$ cat src/inc/tms_pkg.sv
// shared constants and types for the cooler mode and limit supervisor
package tms_pkg;
	localparam int DW = 24;
	localparam int GW = 12;
	localparam int CLK_MHZ = 100;
	localparam int TOL_TICK_US = 1000;
	localparam int TOL_TICK_CYC = TOL_TICK_US * CLK_MHZ;
	localparam int TOL_MS_W = 16;
	localparam logic [TOL_MS_W-1:0] TOL_MS_MIN = 16'h0001;
	localparam logic [TOL_MS_W-1:0] TOL_MS_MAX = 16'hc350;
	localparam logic [DW-1:0] TOL_BAND_MIN = 24'h000001;
	localparam logic [DW-1:0] TOL_BAND_MAX = 24'h0003e8;
	localparam int INT_SHIFT_SLOW = 12;
	localparam int INT_SHIFT_FAST = 6;
	localparam int MASK_W = 8;
	localparam int OFF_THI = 0;
	localparam int OFF_TLO = 1;
	localparam int OFF_RHI = 2;
	localparam int OFF_RLO = 3;
	localparam int OFF_TOL = 4;
	localparam logic [MASK_W-1:0] MASK_RESET = 8'h03;
	localparam logic [GW-1:0] GAIN_ONE = 12'h00a;
	typedef enum logic [2:0] {
		TMS_SENS_NONE, TMS_SENS_THERM10, TMS_SENS_THERM100,
		TMS_SENS_ICUR, TMS_SENS_VOLT, TMS_SENS_PLAT
	} tms_sens_t;
	typedef enum logic [1:0] {
		TMS_MODE_TEMP, TMS_MODE_RAW, TMS_MODE_CUR
	} tms_mode_t;
endpackage

$ cat src/logic/tms_gain_rom.sv
`timescale 1ns/1ps
// gain table: proportional gain (x10) and integrator speed per setting
module tms_gain_rom (
	input  wire logic          sys_clk_i,
	input  wire logic [3:0]    idx_i,
	output logic      [11:0]   gain_o,
	output logic               fast_o
);
	logic [12:0] rom [16];
	assign rom[0]  = {1'b0, 12'h002};
	assign rom[1]  = {1'b0, 12'h006};
	assign rom[2]  = {1'b0, 12'h00a};
	assign rom[3]  = {1'b1, 12'h00a};
	assign rom[4]  = {1'b0, 12'h014};
	assign rom[5]  = {1'b1, 12'h01e};
	assign rom[6]  = {1'b1, 12'h032};
	assign rom[7]  = {1'b0, 12'h03c};
	assign rom[8]  = {1'b0, 12'h064};
	assign rom[9]  = {1'b1, 12'h064};
	assign rom[10] = {1'b0, 12'h0c8};
	assign rom[11] = {1'b1, 12'h12c};
	assign rom[12] = {1'b1, 12'h1f4};
	assign rom[13] = {1'b0, 12'h258};
	assign rom[14] = {1'b1, 12'h3e8};
	assign rom[15] = {1'b1, 12'hbb8};
	always_ff @(posedge sys_clk_i) begin
		{fast_o, gain_o} <= rom[idx_i];
	end
endmodule

$ cat src/logic/tms_supervisor.sv
`timescale 1ns/1ps
// cooler drive mode selection, regulation, limits and tolerance timer
// Function
// no sensor allows constant current only
// dual variant refuses no-sensor choice
// sensor types allowed per variant
// proportional error drive clamped at limit
// integrator adds, slow or fast, clamped; here integ_r is never clamped, only the summed drive is
// sixteen gain and speed pairs
// constant current ignores gain
// constant temperature regulates either polarity
// raw sensor modes skip conversion
// dual lacks millivolt and microamp modes
// constant current still obeys temperature limits
// dual lacks constant current mode
// calibration offset and two-point current correction
// drive never exceeds current limit
// temperature limits monitored, default shut off
// no sensor skips temperature limits
// raw limits only in raw modes
// in tolerance after band held
// tolerance time and band ranges
// unsettled flag when not in tolerance
// unsettled offered as link event
// host clears tolerance enable before on
// each shutdown maskable per bit
// leaving band drops tolerance at once
module tms_supervisor (
	input  wire logic                sys_clk_i,
	input  wire logic                sys_rst_i,
	input  wire logic                dual_variant_i,
	input  wire logic                sens_wr_i,
	input  wire logic [2:0]          sens_sel_i,
	input  wire logic                mode_wr_i,
	input  wire logic [1:0]          mode_sel_i,
	input  wire logic [3:0]          gain_sel_i,
	input  wire logic                sample_i,
	input  wire logic signed [23:0]  temp_act_i,
	input  wire logic signed [23:0]  raw_act_i,
	input  wire logic signed [23:0]  cur_act_i,
	input  wire logic signed [23:0]  temperature_setpoint_i,
	input  wire logic signed [23:0]  resistance_setpoint_i,
	input  wire logic signed [23:0]  current_setpoint_i,
	input  wire logic signed [23:0]  cur_limit_i,
	input  wire logic signed [23:0]  upper_temperature_bound_i,
	input  wire logic signed [23:0]  lower_temperature_bound_i,
	input  wire logic signed [23:0]  upper_raw_bound_i,
	input  wire logic signed [23:0]  lower_raw_bound_i,
	input  wire logic signed [23:0]  sens_offset_i,
	input  wire logic signed [23:0]  cur_cal_gain_i,
	input  wire logic signed [23:0]  cur_cal_offset_i,
	input  wire logic                cal_done_i,
	input  wire logic [15:0]         tol_time_ms_i,
	input  wire logic [23:0]         tol_band_i,
	input  wire logic                mask_wr_i,
	input  wire logic [7:0]          output_off_enable_mask_i,
	input  wire logic                out_on_req_i,
	input  wire logic                out_off_req_i,
	output logic                     out_en_o,
	output logic signed [23:0]       cur_cmd_o,
	output logic signed [23:0]       cur_readback_o,
	output logic [2:0]               sens_o,
	output logic [1:0]               mode_o,
	output logic [7:0]               mask_o,
	output logic                     sel_reject_o,
	output logic                     cur_limiting_o,
	output logic                     temp_hi_o,
	output logic                     temp_lo_o,
	output logic                     raw_lim_o,
	output logic                     in_tol_o,
	output logic                     unsettled_flag_o,
	output logic                     unsettled_event_o
);
	localparam int W = tms_pkg::DW;
	logic [2:0]         sens_r, sens_nxt;
	logic [1:0]         mode_r, mode_nxt;
	logic [7:0]         mask_r, mask_nxt;
	logic               rej_r, rej_nxt;
	logic               on_r, on_nxt;
	logic signed [W-1:0] cmd_r, cmd_nxt;
	logic signed [W-1:0] rb_r, rb_nxt;
	logic signed [W+15:0] integ_r, integ_nxt;
	logic               ilim_r, ilim_nxt;
	logic               thi_r, thi_nxt, tlo_r, tlo_nxt, rlim_r, rlim_nxt;
	logic               intol_r, intol_nxt, ev_r, ev_nxt, unst_r, unst_nxt;
	logic [16:0]        tick_r, tick_nxt;
	logic [15:0]        ms_r, ms_nxt;
	logic [11:0]        gain;
	logic               fast;

	// gain table lookup
	tms_gain_rom u_rom (
		.sys_clk_i (sys_clk_i),
		.idx_i     (gain_sel_i),
		.gain_o    (gain),
		.fast_o    (fast)
	);

	function automatic logic signed [W-1:0] clamp(
		input logic signed [W+15:0] v,
		input logic signed [W-1:0]  lim
	);
		logic signed [W+15:0] l;
		l = {{16{lim[W-1]}}, lim};
		if (v > l)
			clamp = lim;
		else if (v < -l)
			clamp = -lim;
		else
			clamp = v[W-1:0];
	endfunction

	// sensor, mode and mask selection
	always_comb begin
		sens_nxt = sens_r;
		mode_nxt = mode_r;
		mask_nxt = mask_r;
		rej_nxt = 1'b0;
		if (sens_wr_i) begin
			// no-sensor refused on dual
			if (sens_sel_i == 3'(tms_pkg::TMS_SENS_NONE) && dual_variant_i)
				rej_nxt = 1'b1;
			// extra sensors single only
			else if (sens_sel_i > 3'(tms_pkg::TMS_SENS_PLAT) ||
				(dual_variant_i &&
				sens_sel_i > 3'(tms_pkg::TMS_SENS_THERM100)))
				rej_nxt = 1'b1;
			else begin
				sens_nxt = sens_sel_i;
				// no sensor forces current mode
				if (sens_sel_i == 3'(tms_pkg::TMS_SENS_NONE))
					mode_nxt = 2'(tms_pkg::TMS_MODE_CUR);
			end
		end else if (mode_wr_i) begin
			// regulation refused without sensor
			if (mode_sel_i != 2'(tms_pkg::TMS_MODE_CUR) &&
				sens_r == 3'(tms_pkg::TMS_SENS_NONE))
				rej_nxt = 1'b1;
			// dual lacks current mode
			else if (mode_sel_i == 2'(tms_pkg::TMS_MODE_CUR) && dual_variant_i)
				rej_nxt = 1'b1;
			// dual has no millivolt or microamp mode
			else if (mode_sel_i == 2'(tms_pkg::TMS_MODE_RAW) && dual_variant_i &&
				(sens_r == 3'(tms_pkg::TMS_SENS_VOLT) ||
				sens_r == 3'(tms_pkg::TMS_SENS_ICUR)))
				rej_nxt = 1'b1;
			else if (mode_sel_i > 2'(tms_pkg::TMS_MODE_CUR))
				rej_nxt = 1'b1;
			else
				mode_nxt = mode_sel_i;
		end
		if (mask_wr_i)
			mask_nxt = output_off_enable_mask_i;
	end

	// limit and tolerance evaluation
	logic signed [W-1:0] meas, setp, err;
	logic signed [W-1:0] tdev;
	logic               thi_v, tlo_v, rlim_v, band_ok, off_cond;
	always_comb begin
		// per-sensor offset after calibration
		meas = cal_done_i ? raw_act_i - sens_offset_i : raw_act_i;
		// raw mode uses sensor units
		setp = resistance_setpoint_i;
		// temperature mode uses converted reading
		if (mode_r == 2'(tms_pkg::TMS_MODE_TEMP)) begin
			meas = temp_act_i;
			setp = temperature_setpoint_i;
		end
		err = meas - setp;
		// none sensor skips temperature limits
		// temperature limits in every mode
		// current mode still checks limits
		thi_v = sens_r != 3'(tms_pkg::TMS_SENS_NONE) &&
			temp_act_i > upper_temperature_bound_i;
		tlo_v = sens_r != 3'(tms_pkg::TMS_SENS_NONE) &&
			temp_act_i < lower_temperature_bound_i;
		// raw limits in raw mode only
		rlim_v = mode_r == 2'(tms_pkg::TMS_MODE_RAW) &&
			(raw_act_i > upper_raw_bound_i || raw_act_i < lower_raw_bound_i);
		tdev = temp_act_i - temperature_setpoint_i;
		if (tdev < 0)
			tdev = -tdev;
		// band clamped to legal range
		band_ok = tdev <= $signed(tol_band_i < tms_pkg::TOL_BAND_MIN ?
			tms_pkg::TOL_BAND_MIN : (tol_band_i > tms_pkg::TOL_BAND_MAX ?
			tms_pkg::TOL_BAND_MAX : tol_band_i));
		// per-condition shutdown mask
		off_cond = (thi_v && mask_r[tms_pkg::OFF_THI]) ||
			(tlo_v && mask_r[tms_pkg::OFF_TLO]) ||
			(rlim_v && raw_act_i > upper_raw_bound_i &&
			mask_r[tms_pkg::OFF_RHI]) ||
			(rlim_v && raw_act_i < lower_raw_bound_i &&
			mask_r[tms_pkg::OFF_RLO]) ||
			(!intol_r && mask_r[tms_pkg::OFF_TOL]);
	end

	// drive, integrator and tolerance timer
	logic signed [W+15:0] prop, sum, cal;
	logic [15:0] tol_ms;
	always_comb begin
		thi_nxt = thi_v;
		tlo_nxt = tlo_v;
		rlim_nxt = rlim_v;
		on_nxt = on_r;
		integ_nxt = integ_r;
		cmd_nxt = cmd_r;
		ilim_nxt = ilim_r;
		intol_nxt = intol_r;
		ev_nxt = 1'b0;
		tick_nxt = tick_r;
		ms_nxt = ms_r;
		prop = '0;
		sum = '0;
		// host must clear tolerance bit first
		if (out_off_req_i || off_cond)
			on_nxt = 1'b0;
		else if (out_on_req_i)
			on_nxt = 1'b1;
		// two-point current correction
		cal = cal_done_i ? ((40'(current_setpoint_i) * 40'(cur_cal_gain_i))
			>>> 16) + 40'(cur_cal_offset_i) : 40'(current_setpoint_i);
		if (!on_r) begin
			integ_nxt = '0;
			cmd_nxt = '0;
			ilim_nxt = 1'b0;
		// no loop in current mode
		end else if (mode_r == 2'(tms_pkg::TMS_MODE_CUR)) begin
			cmd_nxt = clamp(cal, cur_limit_i);
			ilim_nxt = cal > 40'(cur_limit_i) || cal < -40'(cur_limit_i);
		end else if (sample_i) begin
			// proportional term, gain in tenths
			prop = (40'(-err) * $signed(40'(gain))) /
				$signed(40'(tms_pkg::GAIN_ONE));
			// integrator rate by speed
			integ_nxt = integ_r + (fast ? 40'(-err) <<< tms_pkg::INT_SHIFT_FAST
				: 40'(-err));
			sum = prop + (integ_nxt >>> tms_pkg::INT_SHIFT_SLOW);
			// clamp at current limit
			cmd_nxt = clamp(sum, cur_limit_i);
			ilim_nxt = sum > 40'(cur_limit_i) || sum < -40'(cur_limit_i);
		end
		// time clamped to legal range
		tol_ms = tol_time_ms_i < tms_pkg::TOL_MS_MIN ? tms_pkg::TOL_MS_MIN :
			(tol_time_ms_i > tms_pkg::TOL_MS_MAX ? tms_pkg::TOL_MS_MAX :
			tol_time_ms_i);
		if (!band_ok) begin
			// leave band, drop at once
			// excursion restarts timer
			tick_nxt = '0;
			ms_nxt = '0;
			intol_nxt = 1'b0;
			// one-cycle link event
			ev_nxt = intol_r;
		end else if (!intol_r) begin
			if (tick_r == 17'(tms_pkg::TOL_TICK_CYC - 1)) begin
				tick_nxt = '0;
				ms_nxt = ms_r + 16'h0001;
				// held for the full time
				if (ms_r + 16'h0001 >= tol_ms)
					intol_nxt = 1'b1;
			end else
				tick_nxt = tick_r + 17'h00001;
		end
		unst_nxt = !intol_nxt;
	end

	always_ff @(posedge sys_clk_i) begin
		if (sys_rst_i) begin
			sens_r <= 3'(tms_pkg::TMS_SENS_THERM100);
			mode_r <= 2'(tms_pkg::TMS_MODE_TEMP);
			// temperature shutoff on by default
			// raw shutoff off by default
			mask_r <= tms_pkg::MASK_RESET;
			rej_r <= 1'b0;
			on_r <= 1'b0;
			integ_r <= '0;
			cmd_r <= '0;
			rb_r <= '0;
			ilim_r <= 1'b0;
			thi_r <= 1'b0;
			tlo_r <= 1'b0;
			rlim_r <= 1'b0;
			intol_r <= 1'b0;
			ev_r <= 1'b0;
			unst_r <= 1'b1;
			tick_r <= '0;
			ms_r <= '0;
		end else begin
			sens_r <= sens_nxt;
			mode_r <= mode_nxt;
			mask_r <= mask_nxt;
			rej_r <= rej_nxt;
			on_r <= on_nxt;
			integ_r <= integ_nxt;
			cmd_r <= cmd_nxt;
			rb_r <= rb_nxt;
			ilim_r <= ilim_nxt;
			thi_r <= thi_nxt;
			tlo_r <= tlo_nxt;
			rlim_r <= rlim_nxt;
			intol_r <= intol_nxt;
			ev_r <= ev_nxt;
			unst_r <= unst_nxt;
			tick_r <= tick_nxt;
			ms_r <= ms_nxt;
		end
	end

	// readback corrected in every mode
	always_comb begin
		rb_nxt = cal_done_i ? W'(((40'(cur_act_i) * 40'(cur_cal_gain_i))
			>>> 16) + 40'(cur_cal_offset_i)) : cur_act_i;
	end

	assign out_en_o = on_r;
	assign cur_cmd_o = cmd_r;
	assign cur_readback_o = rb_r;
	assign sens_o = sens_r;
	assign mode_o = mode_r;
	assign mask_o = mask_r;
	assign sel_reject_o = rej_r;
	assign cur_limiting_o = ilim_r;
	assign temp_hi_o = thi_r;
	assign temp_lo_o = tlo_r;
	assign raw_lim_o = rlim_r;
	assign in_tol_o = intol_r;
	// unsettled whenever not in tolerance
	assign unsettled_flag_o = unst_r;
	assign unsettled_event_o = ev_r;

	// drive within limit
	a_drive_in_limit: assert property (@(posedge sys_clk_i)
		disable iff (sys_rst_i) cur_cmd_o <= cur_limit_i &&
		cur_cmd_o >= -cur_limit_i) else $error("drive above limit");
	a_none_forces_cur: assert property (@(posedge sys_clk_i)
		disable iff (sys_rst_i) sens_o == 3'(tms_pkg::TMS_SENS_NONE)
		|-> mode_o == 2'(tms_pkg::TMS_MODE_CUR)) else $error("mode without sensor");
	a_dual_no_cur: assert property (@(posedge sys_clk_i)
		disable iff (sys_rst_i) mode_wr_i && !sens_wr_i && dual_variant_i &&
		mode_sel_i == 2'(tms_pkg::TMS_MODE_CUR) |=> sel_reject_o)
		else $error("dual took current mode");
	a_excursion_drops: assert property (@(posedge sys_clk_i)
		disable iff (sys_rst_i) !band_ok |=> !in_tol_o) else $error("tol held");
	a_temp_shutoff: assert property (@(posedge sys_clk_i)
		disable iff (sys_rst_i) thi_v && mask_r[tms_pkg::OFF_THI] |=> !out_en_o)
		else $error("no shutoff on high temp");
	a_none_no_limit: assert property (@(posedge sys_clk_i)
		disable iff (sys_rst_i) sens_o == 3'(tms_pkg::TMS_SENS_NONE)
		|=> !temp_hi_o && !temp_lo_o) else $error("limit without sensor");
	a_raw_mode_only: assert property (@(posedge sys_clk_i)
		disable iff (sys_rst_i) mode_r != 2'(tms_pkg::TMS_MODE_RAW)
		|=> !raw_lim_o) else $error("raw limit outside raw mode");
	a_unsettled_tracks: assert property (@(posedge sys_clk_i)
		disable iff (sys_rst_i) unsettled_flag_o != in_tol_o)
		else $error("unsettled wrong");
	a_off_no_drive: assert property (@(posedge sys_clk_i) // no drive while off
		disable iff (sys_rst_i) !out_en_o |=> cur_cmd_o == 0)
		else $error("drive while off");
endmodule

$ cat config.mk
export PLATFORM = sky130hd
export DESIGN_NAME = tms_supervisor
export DESIGN_NICKNAME = d
export VERILOG_FILES = /design/src/inc/tms_pkg.sv /design/src/logic/tms_gain_rom.sv /design/src/logic/tms_supervisor.sv
export SDC_FILE = /design/constraint.sdc
export NUM_CORES = 2
export LEC_CHECK = 0
export ABC_CLOCK_PERIOD_IN_PS = 80700
export CAP_MARGIN = 15
export CORE_ASPECT_RATIO = 0.6
export CORE_MARGIN = 3
export CORE_UTILIZATION = 55
export DETAILED_ROUTE_END_ITERATION = 12
export DONT_BUFFER_PORTS = 1
export PLACE_DENSITY = 0.77
export SKIP_LAST_GASP = 1
export SYNTH_ARGS = -nofsm -noshare
export SYNTH_HDL_FRONTEND = slang
export SYNTH_SLANG_ARGS = --single-unit
$ cat constraint.sdc
create_clock -name sys_clk_i -period 80.7 [get_ports sys_clk_i]
set_clock_uncertainty 0.05 [all_clocks]
set_input_delay 16.14 -clock sys_clk_i [delete_from_list [all_inputs] [get_ports sys_clk_i]]
set_output_delay 16.14 -clock sys_clk_i [all_outputs]
set_load 0.02 [all_outputs]
==> impl_metrics.py <==
metrics = {
    "grt": {
        "grt_max_degree": 75,
        "grtUsageTotal": 0.349,
        "via_count_of_the_first_global_routing_pass": 68723,
        "grt_first_pass_wirelength_um": 399000,
        "antenna_violations_before_repair": 15,
        "globalRoute.totalOverflow": 0,
    },
    "logic_synthesis": {
        "synth-seq-cells": 154,
        "synthCells": 9602,
        "ys_seq_area_frac": 0.0394,
        "synth_flop_cell": "sky130_fd_sc_hd__dfxtp_1",
        "synth.lib_cells_used.distinct": 124,
        "edff_count_synth": 0,
        "synthesis.yosys.warnings": 0,
        "synthesis.area_per_instance_um2": 8.15,
        "mappedNetlistArea_mm2": 0.0782,
        "async_reset_ff_frac": 0,
    },
    "clock_network": {
        "cts_inserted_buffers": 17,
        "cts.root.buffer_cell": "sky130_fd_sc_hd__clkbuf_16",
        "clock_tree.buffer_depth": 2,
        "clock_latency_reported_for_the_late_side_of_the_worst_skew_pair_ns": 0.55,
        "number_of_buffers_added_to_fix_hold_violations_after_cts": 0,
        "cts-htree-levels": 4,
        "clock_tree_from_tritoncts": "built",
        "cts_setup_buffers": 0,
        "tritoncts_num_sinks": 154,
        "clk_transition_reported_paths_ns": 0.08,
        "cts_resized": 0,
    },
    "floorplan": {
        "area_of_the_die_mm2": 0.147,
        "fp.dieH_um": 298,
        "placeableCoreArea_mm2": 0.140,
        "io_pins": 473,
        "die_width_um": 493,
        "floorplan.initialDensity": 0.558,
        "core.rowCount": 106,
    },
    "routing": {
        "num_vias": 67488,
        "dr.pass1.iters": 6,
        "antenna_violating_nets_post_route": 0,
        "drt-total-wl_um": 256000,
        "drt_first_iter_violations": 6521,
        "drt-vias-per-instance": 6.03,
        "routedWlPerCell_um": 22.9,
        "route.detailed.drc": 0,
    },
    "timing": {
        "tightestPinTransition_ns": 1.27,
        "grt_setup_unrepaired": "false",
        "setup_tns_ns": 0,
        "final-max-slew-violation-count": 0,
        "relSlewSlack": 0.148,
        "fmaxAchievable_mhz": 17.9,
        "fin_crit_ns": 55.78,
        "timing.final.hold_violations": 0,
        "final.hold.worst_slack_ns": 0.413,
        "finalSetupViolations": 0,
        "final_min_period_over_clock_period": 0.691,
    },
    "worst_setup_path": {
        "setup.worst_path.start_class": "input port",
        "timing.critical_path.slowest_stage_cell": "sky130_fd_sc_hd__a2111oi_0",
        "cpPeakStageDelay_ns": 0.92,
        "critical_path.n_buffers_inverters": 7,
        "crit_path_frequent_cell": "sky130_fd_sc_hd__a21oi_1",
        "setup.worst_path.end_class": "flip-flop",
        "worst_ep_arrival_time_ns": 56.14,
        "worstPathRequired_ns": 81.05,
        "worstSetupPathType": "input port to flip-flop",
        "cp_max_fo": 47,
        "critical_path.top_delay_family": "compound AO/OA/AOI/OAI gates",
    },
    "run": {
        "cap_viol_max_count": 0,
    },
    "finish": {
        "fin_util": 0.573,
        "area_delta_synth_final_pct": 2.67,
        "fin_area_mm2": 0.0803,
        "layout_commonest_cell": "sky130_fd_sc_hd__inv_1",
        "most_frequent_cells_in_the_layout": "sky130_fd_sc_hd__inv_1 (1675), sky130_fd_sc_hd__fa_1 (1291), sky130_fd_sc_hd__nand2_1 (1270)",
        "layout-drive-gt1-share": 0.0289,
        "layout.nets": 11804,
    },
    "place": {
        "place_congestion": 0.977,
        "io_buffer_count": 0,
        "post-dp-hpwl_um": 207000,
        "dpl_cell_area_mm2": 0.0796,
    },
    "run_status": {
        "run_status": "completed",
    },
    "min_path": {
        "timing.hold.worst.class": "flip-flop to flip-flop",
    },
}
## cell type report
cell class | instances | area, um2
Fill cell | 12533 | 59900
Tap cell | 1890 | 2360
Sequential cell | 154 | 3080
Timing Repair Buffer | 83 | 623
Multi-Input combinational cell | 7334 | 67300
Clock inverter | 13 | 171
Inverter | 1678 | 6300
Antenna cell | 25 | 62.6
Clock buffer | 18 | 429
## flip-flops by register name, summed over array words and instances (netlist names), 3 cells and up
| signal | cells |
|---|---|
| cur_cmd_o | 24 |
| cur_readback_o | 24 |
| integ_r | 40 |
| mask_o | 8 |
| ms_r | 16 |
| sens_o | 3 |
| tick_r | 17 |
| u_rom.gain_o | 10 |
## path summary, 6_finish.rpt
kind,start,end,slack [ns],cells after the start
setup / recovery,raw_act_i[0],cur_cmd_o[0],24.92,158
hold / removal,integ_r[4],integ_r[4],0.41,2
setup reg to reg,mode_o[0],cur_cmd_o[0],42.05,136
hold reg to reg,integ_r[4],integ_r[4],0.41,2
## tightest hold or removal path, cell delays in order (launching register included)
cell and delay (ns):
sky130_fd_sc_hd__dfxtp_1 0.32, sky130_fd_sc_hd__nand2_1 0.05, sky130_fd_sc_hd__a21oi_1 0.05
## cell families (layout without fill, tap and decap cells)
kind of cell / Yosys count / count (layout) / synth area share
simple gates: 3001 / 3001 / 0.184
fa+ha+maj: 2135 / 2135 / 0.465
buf+inv: 2127 / 1792 / 0.103
compound gates: 1540 / 1540 / 0.132
xor+xnor: 485 / 485 / 0.0546
mux: 159 / 159 / 0.0214
flops: 154 / 154 / 0.0394
other cells: 1 / 39 / 0.0000479
## cells in the mapped netlist (160+ instances only)
cell type | count | area, um2
sky130_fd_sc_hd__xor2_1 | 170 | 1490
sky130_fd_sc_hd__and2_1 | 499 | 3120
sky130_fd_sc_hd__o21ai_0 | 232 | 1160
sky130_fd_sc_hd__nor3_1 | 160 | 801
sky130_fd_sc_hd__xnor2_1 | 313 | 2740
sky130_fd_sc_hd__inv_1 | 1675 | 6290
sky130_fd_sc_hd__fa_1 | 1291 | 25800
sky130_fd_sc_hd__ha_1 | 842 | 10500
sky130_fd_sc_hd__a21oi_1 | 436 | 2180
sky130_fd_sc_hd__nor2_1 | 435 | 1630
sky130_fd_sc_hd__nand2_1 | 1271 | 4770
sky130_fd_sc_hd__clkbuf_1 | 400 | 1500
## per-layer routing
| layer | share of wire | wire length [um] | track usage |
|---|---|---|---|
| met1 | 0.42 | 108000 | 0.496 |
| met2 | 0.40 | 103000 | 0.490 |
| met3 | 0.13 | 33600 | 0.110 |
| met4 | 0.045 | 11600 | 0.141 |
| met5 | 0.00011 | 27 | 0 |
## stage by stage
step,setup slack [ns],cells
floorplan,32.44,9615
global placement,26.47,11136
detailed placement,25.45,11137
CTS,25.91,11168
global route,21.63,11187
finish,24.92,11195
Power is not shown: default switching activity piles up to over one toggle a cycle in this logic, so the estimate is an artifact.
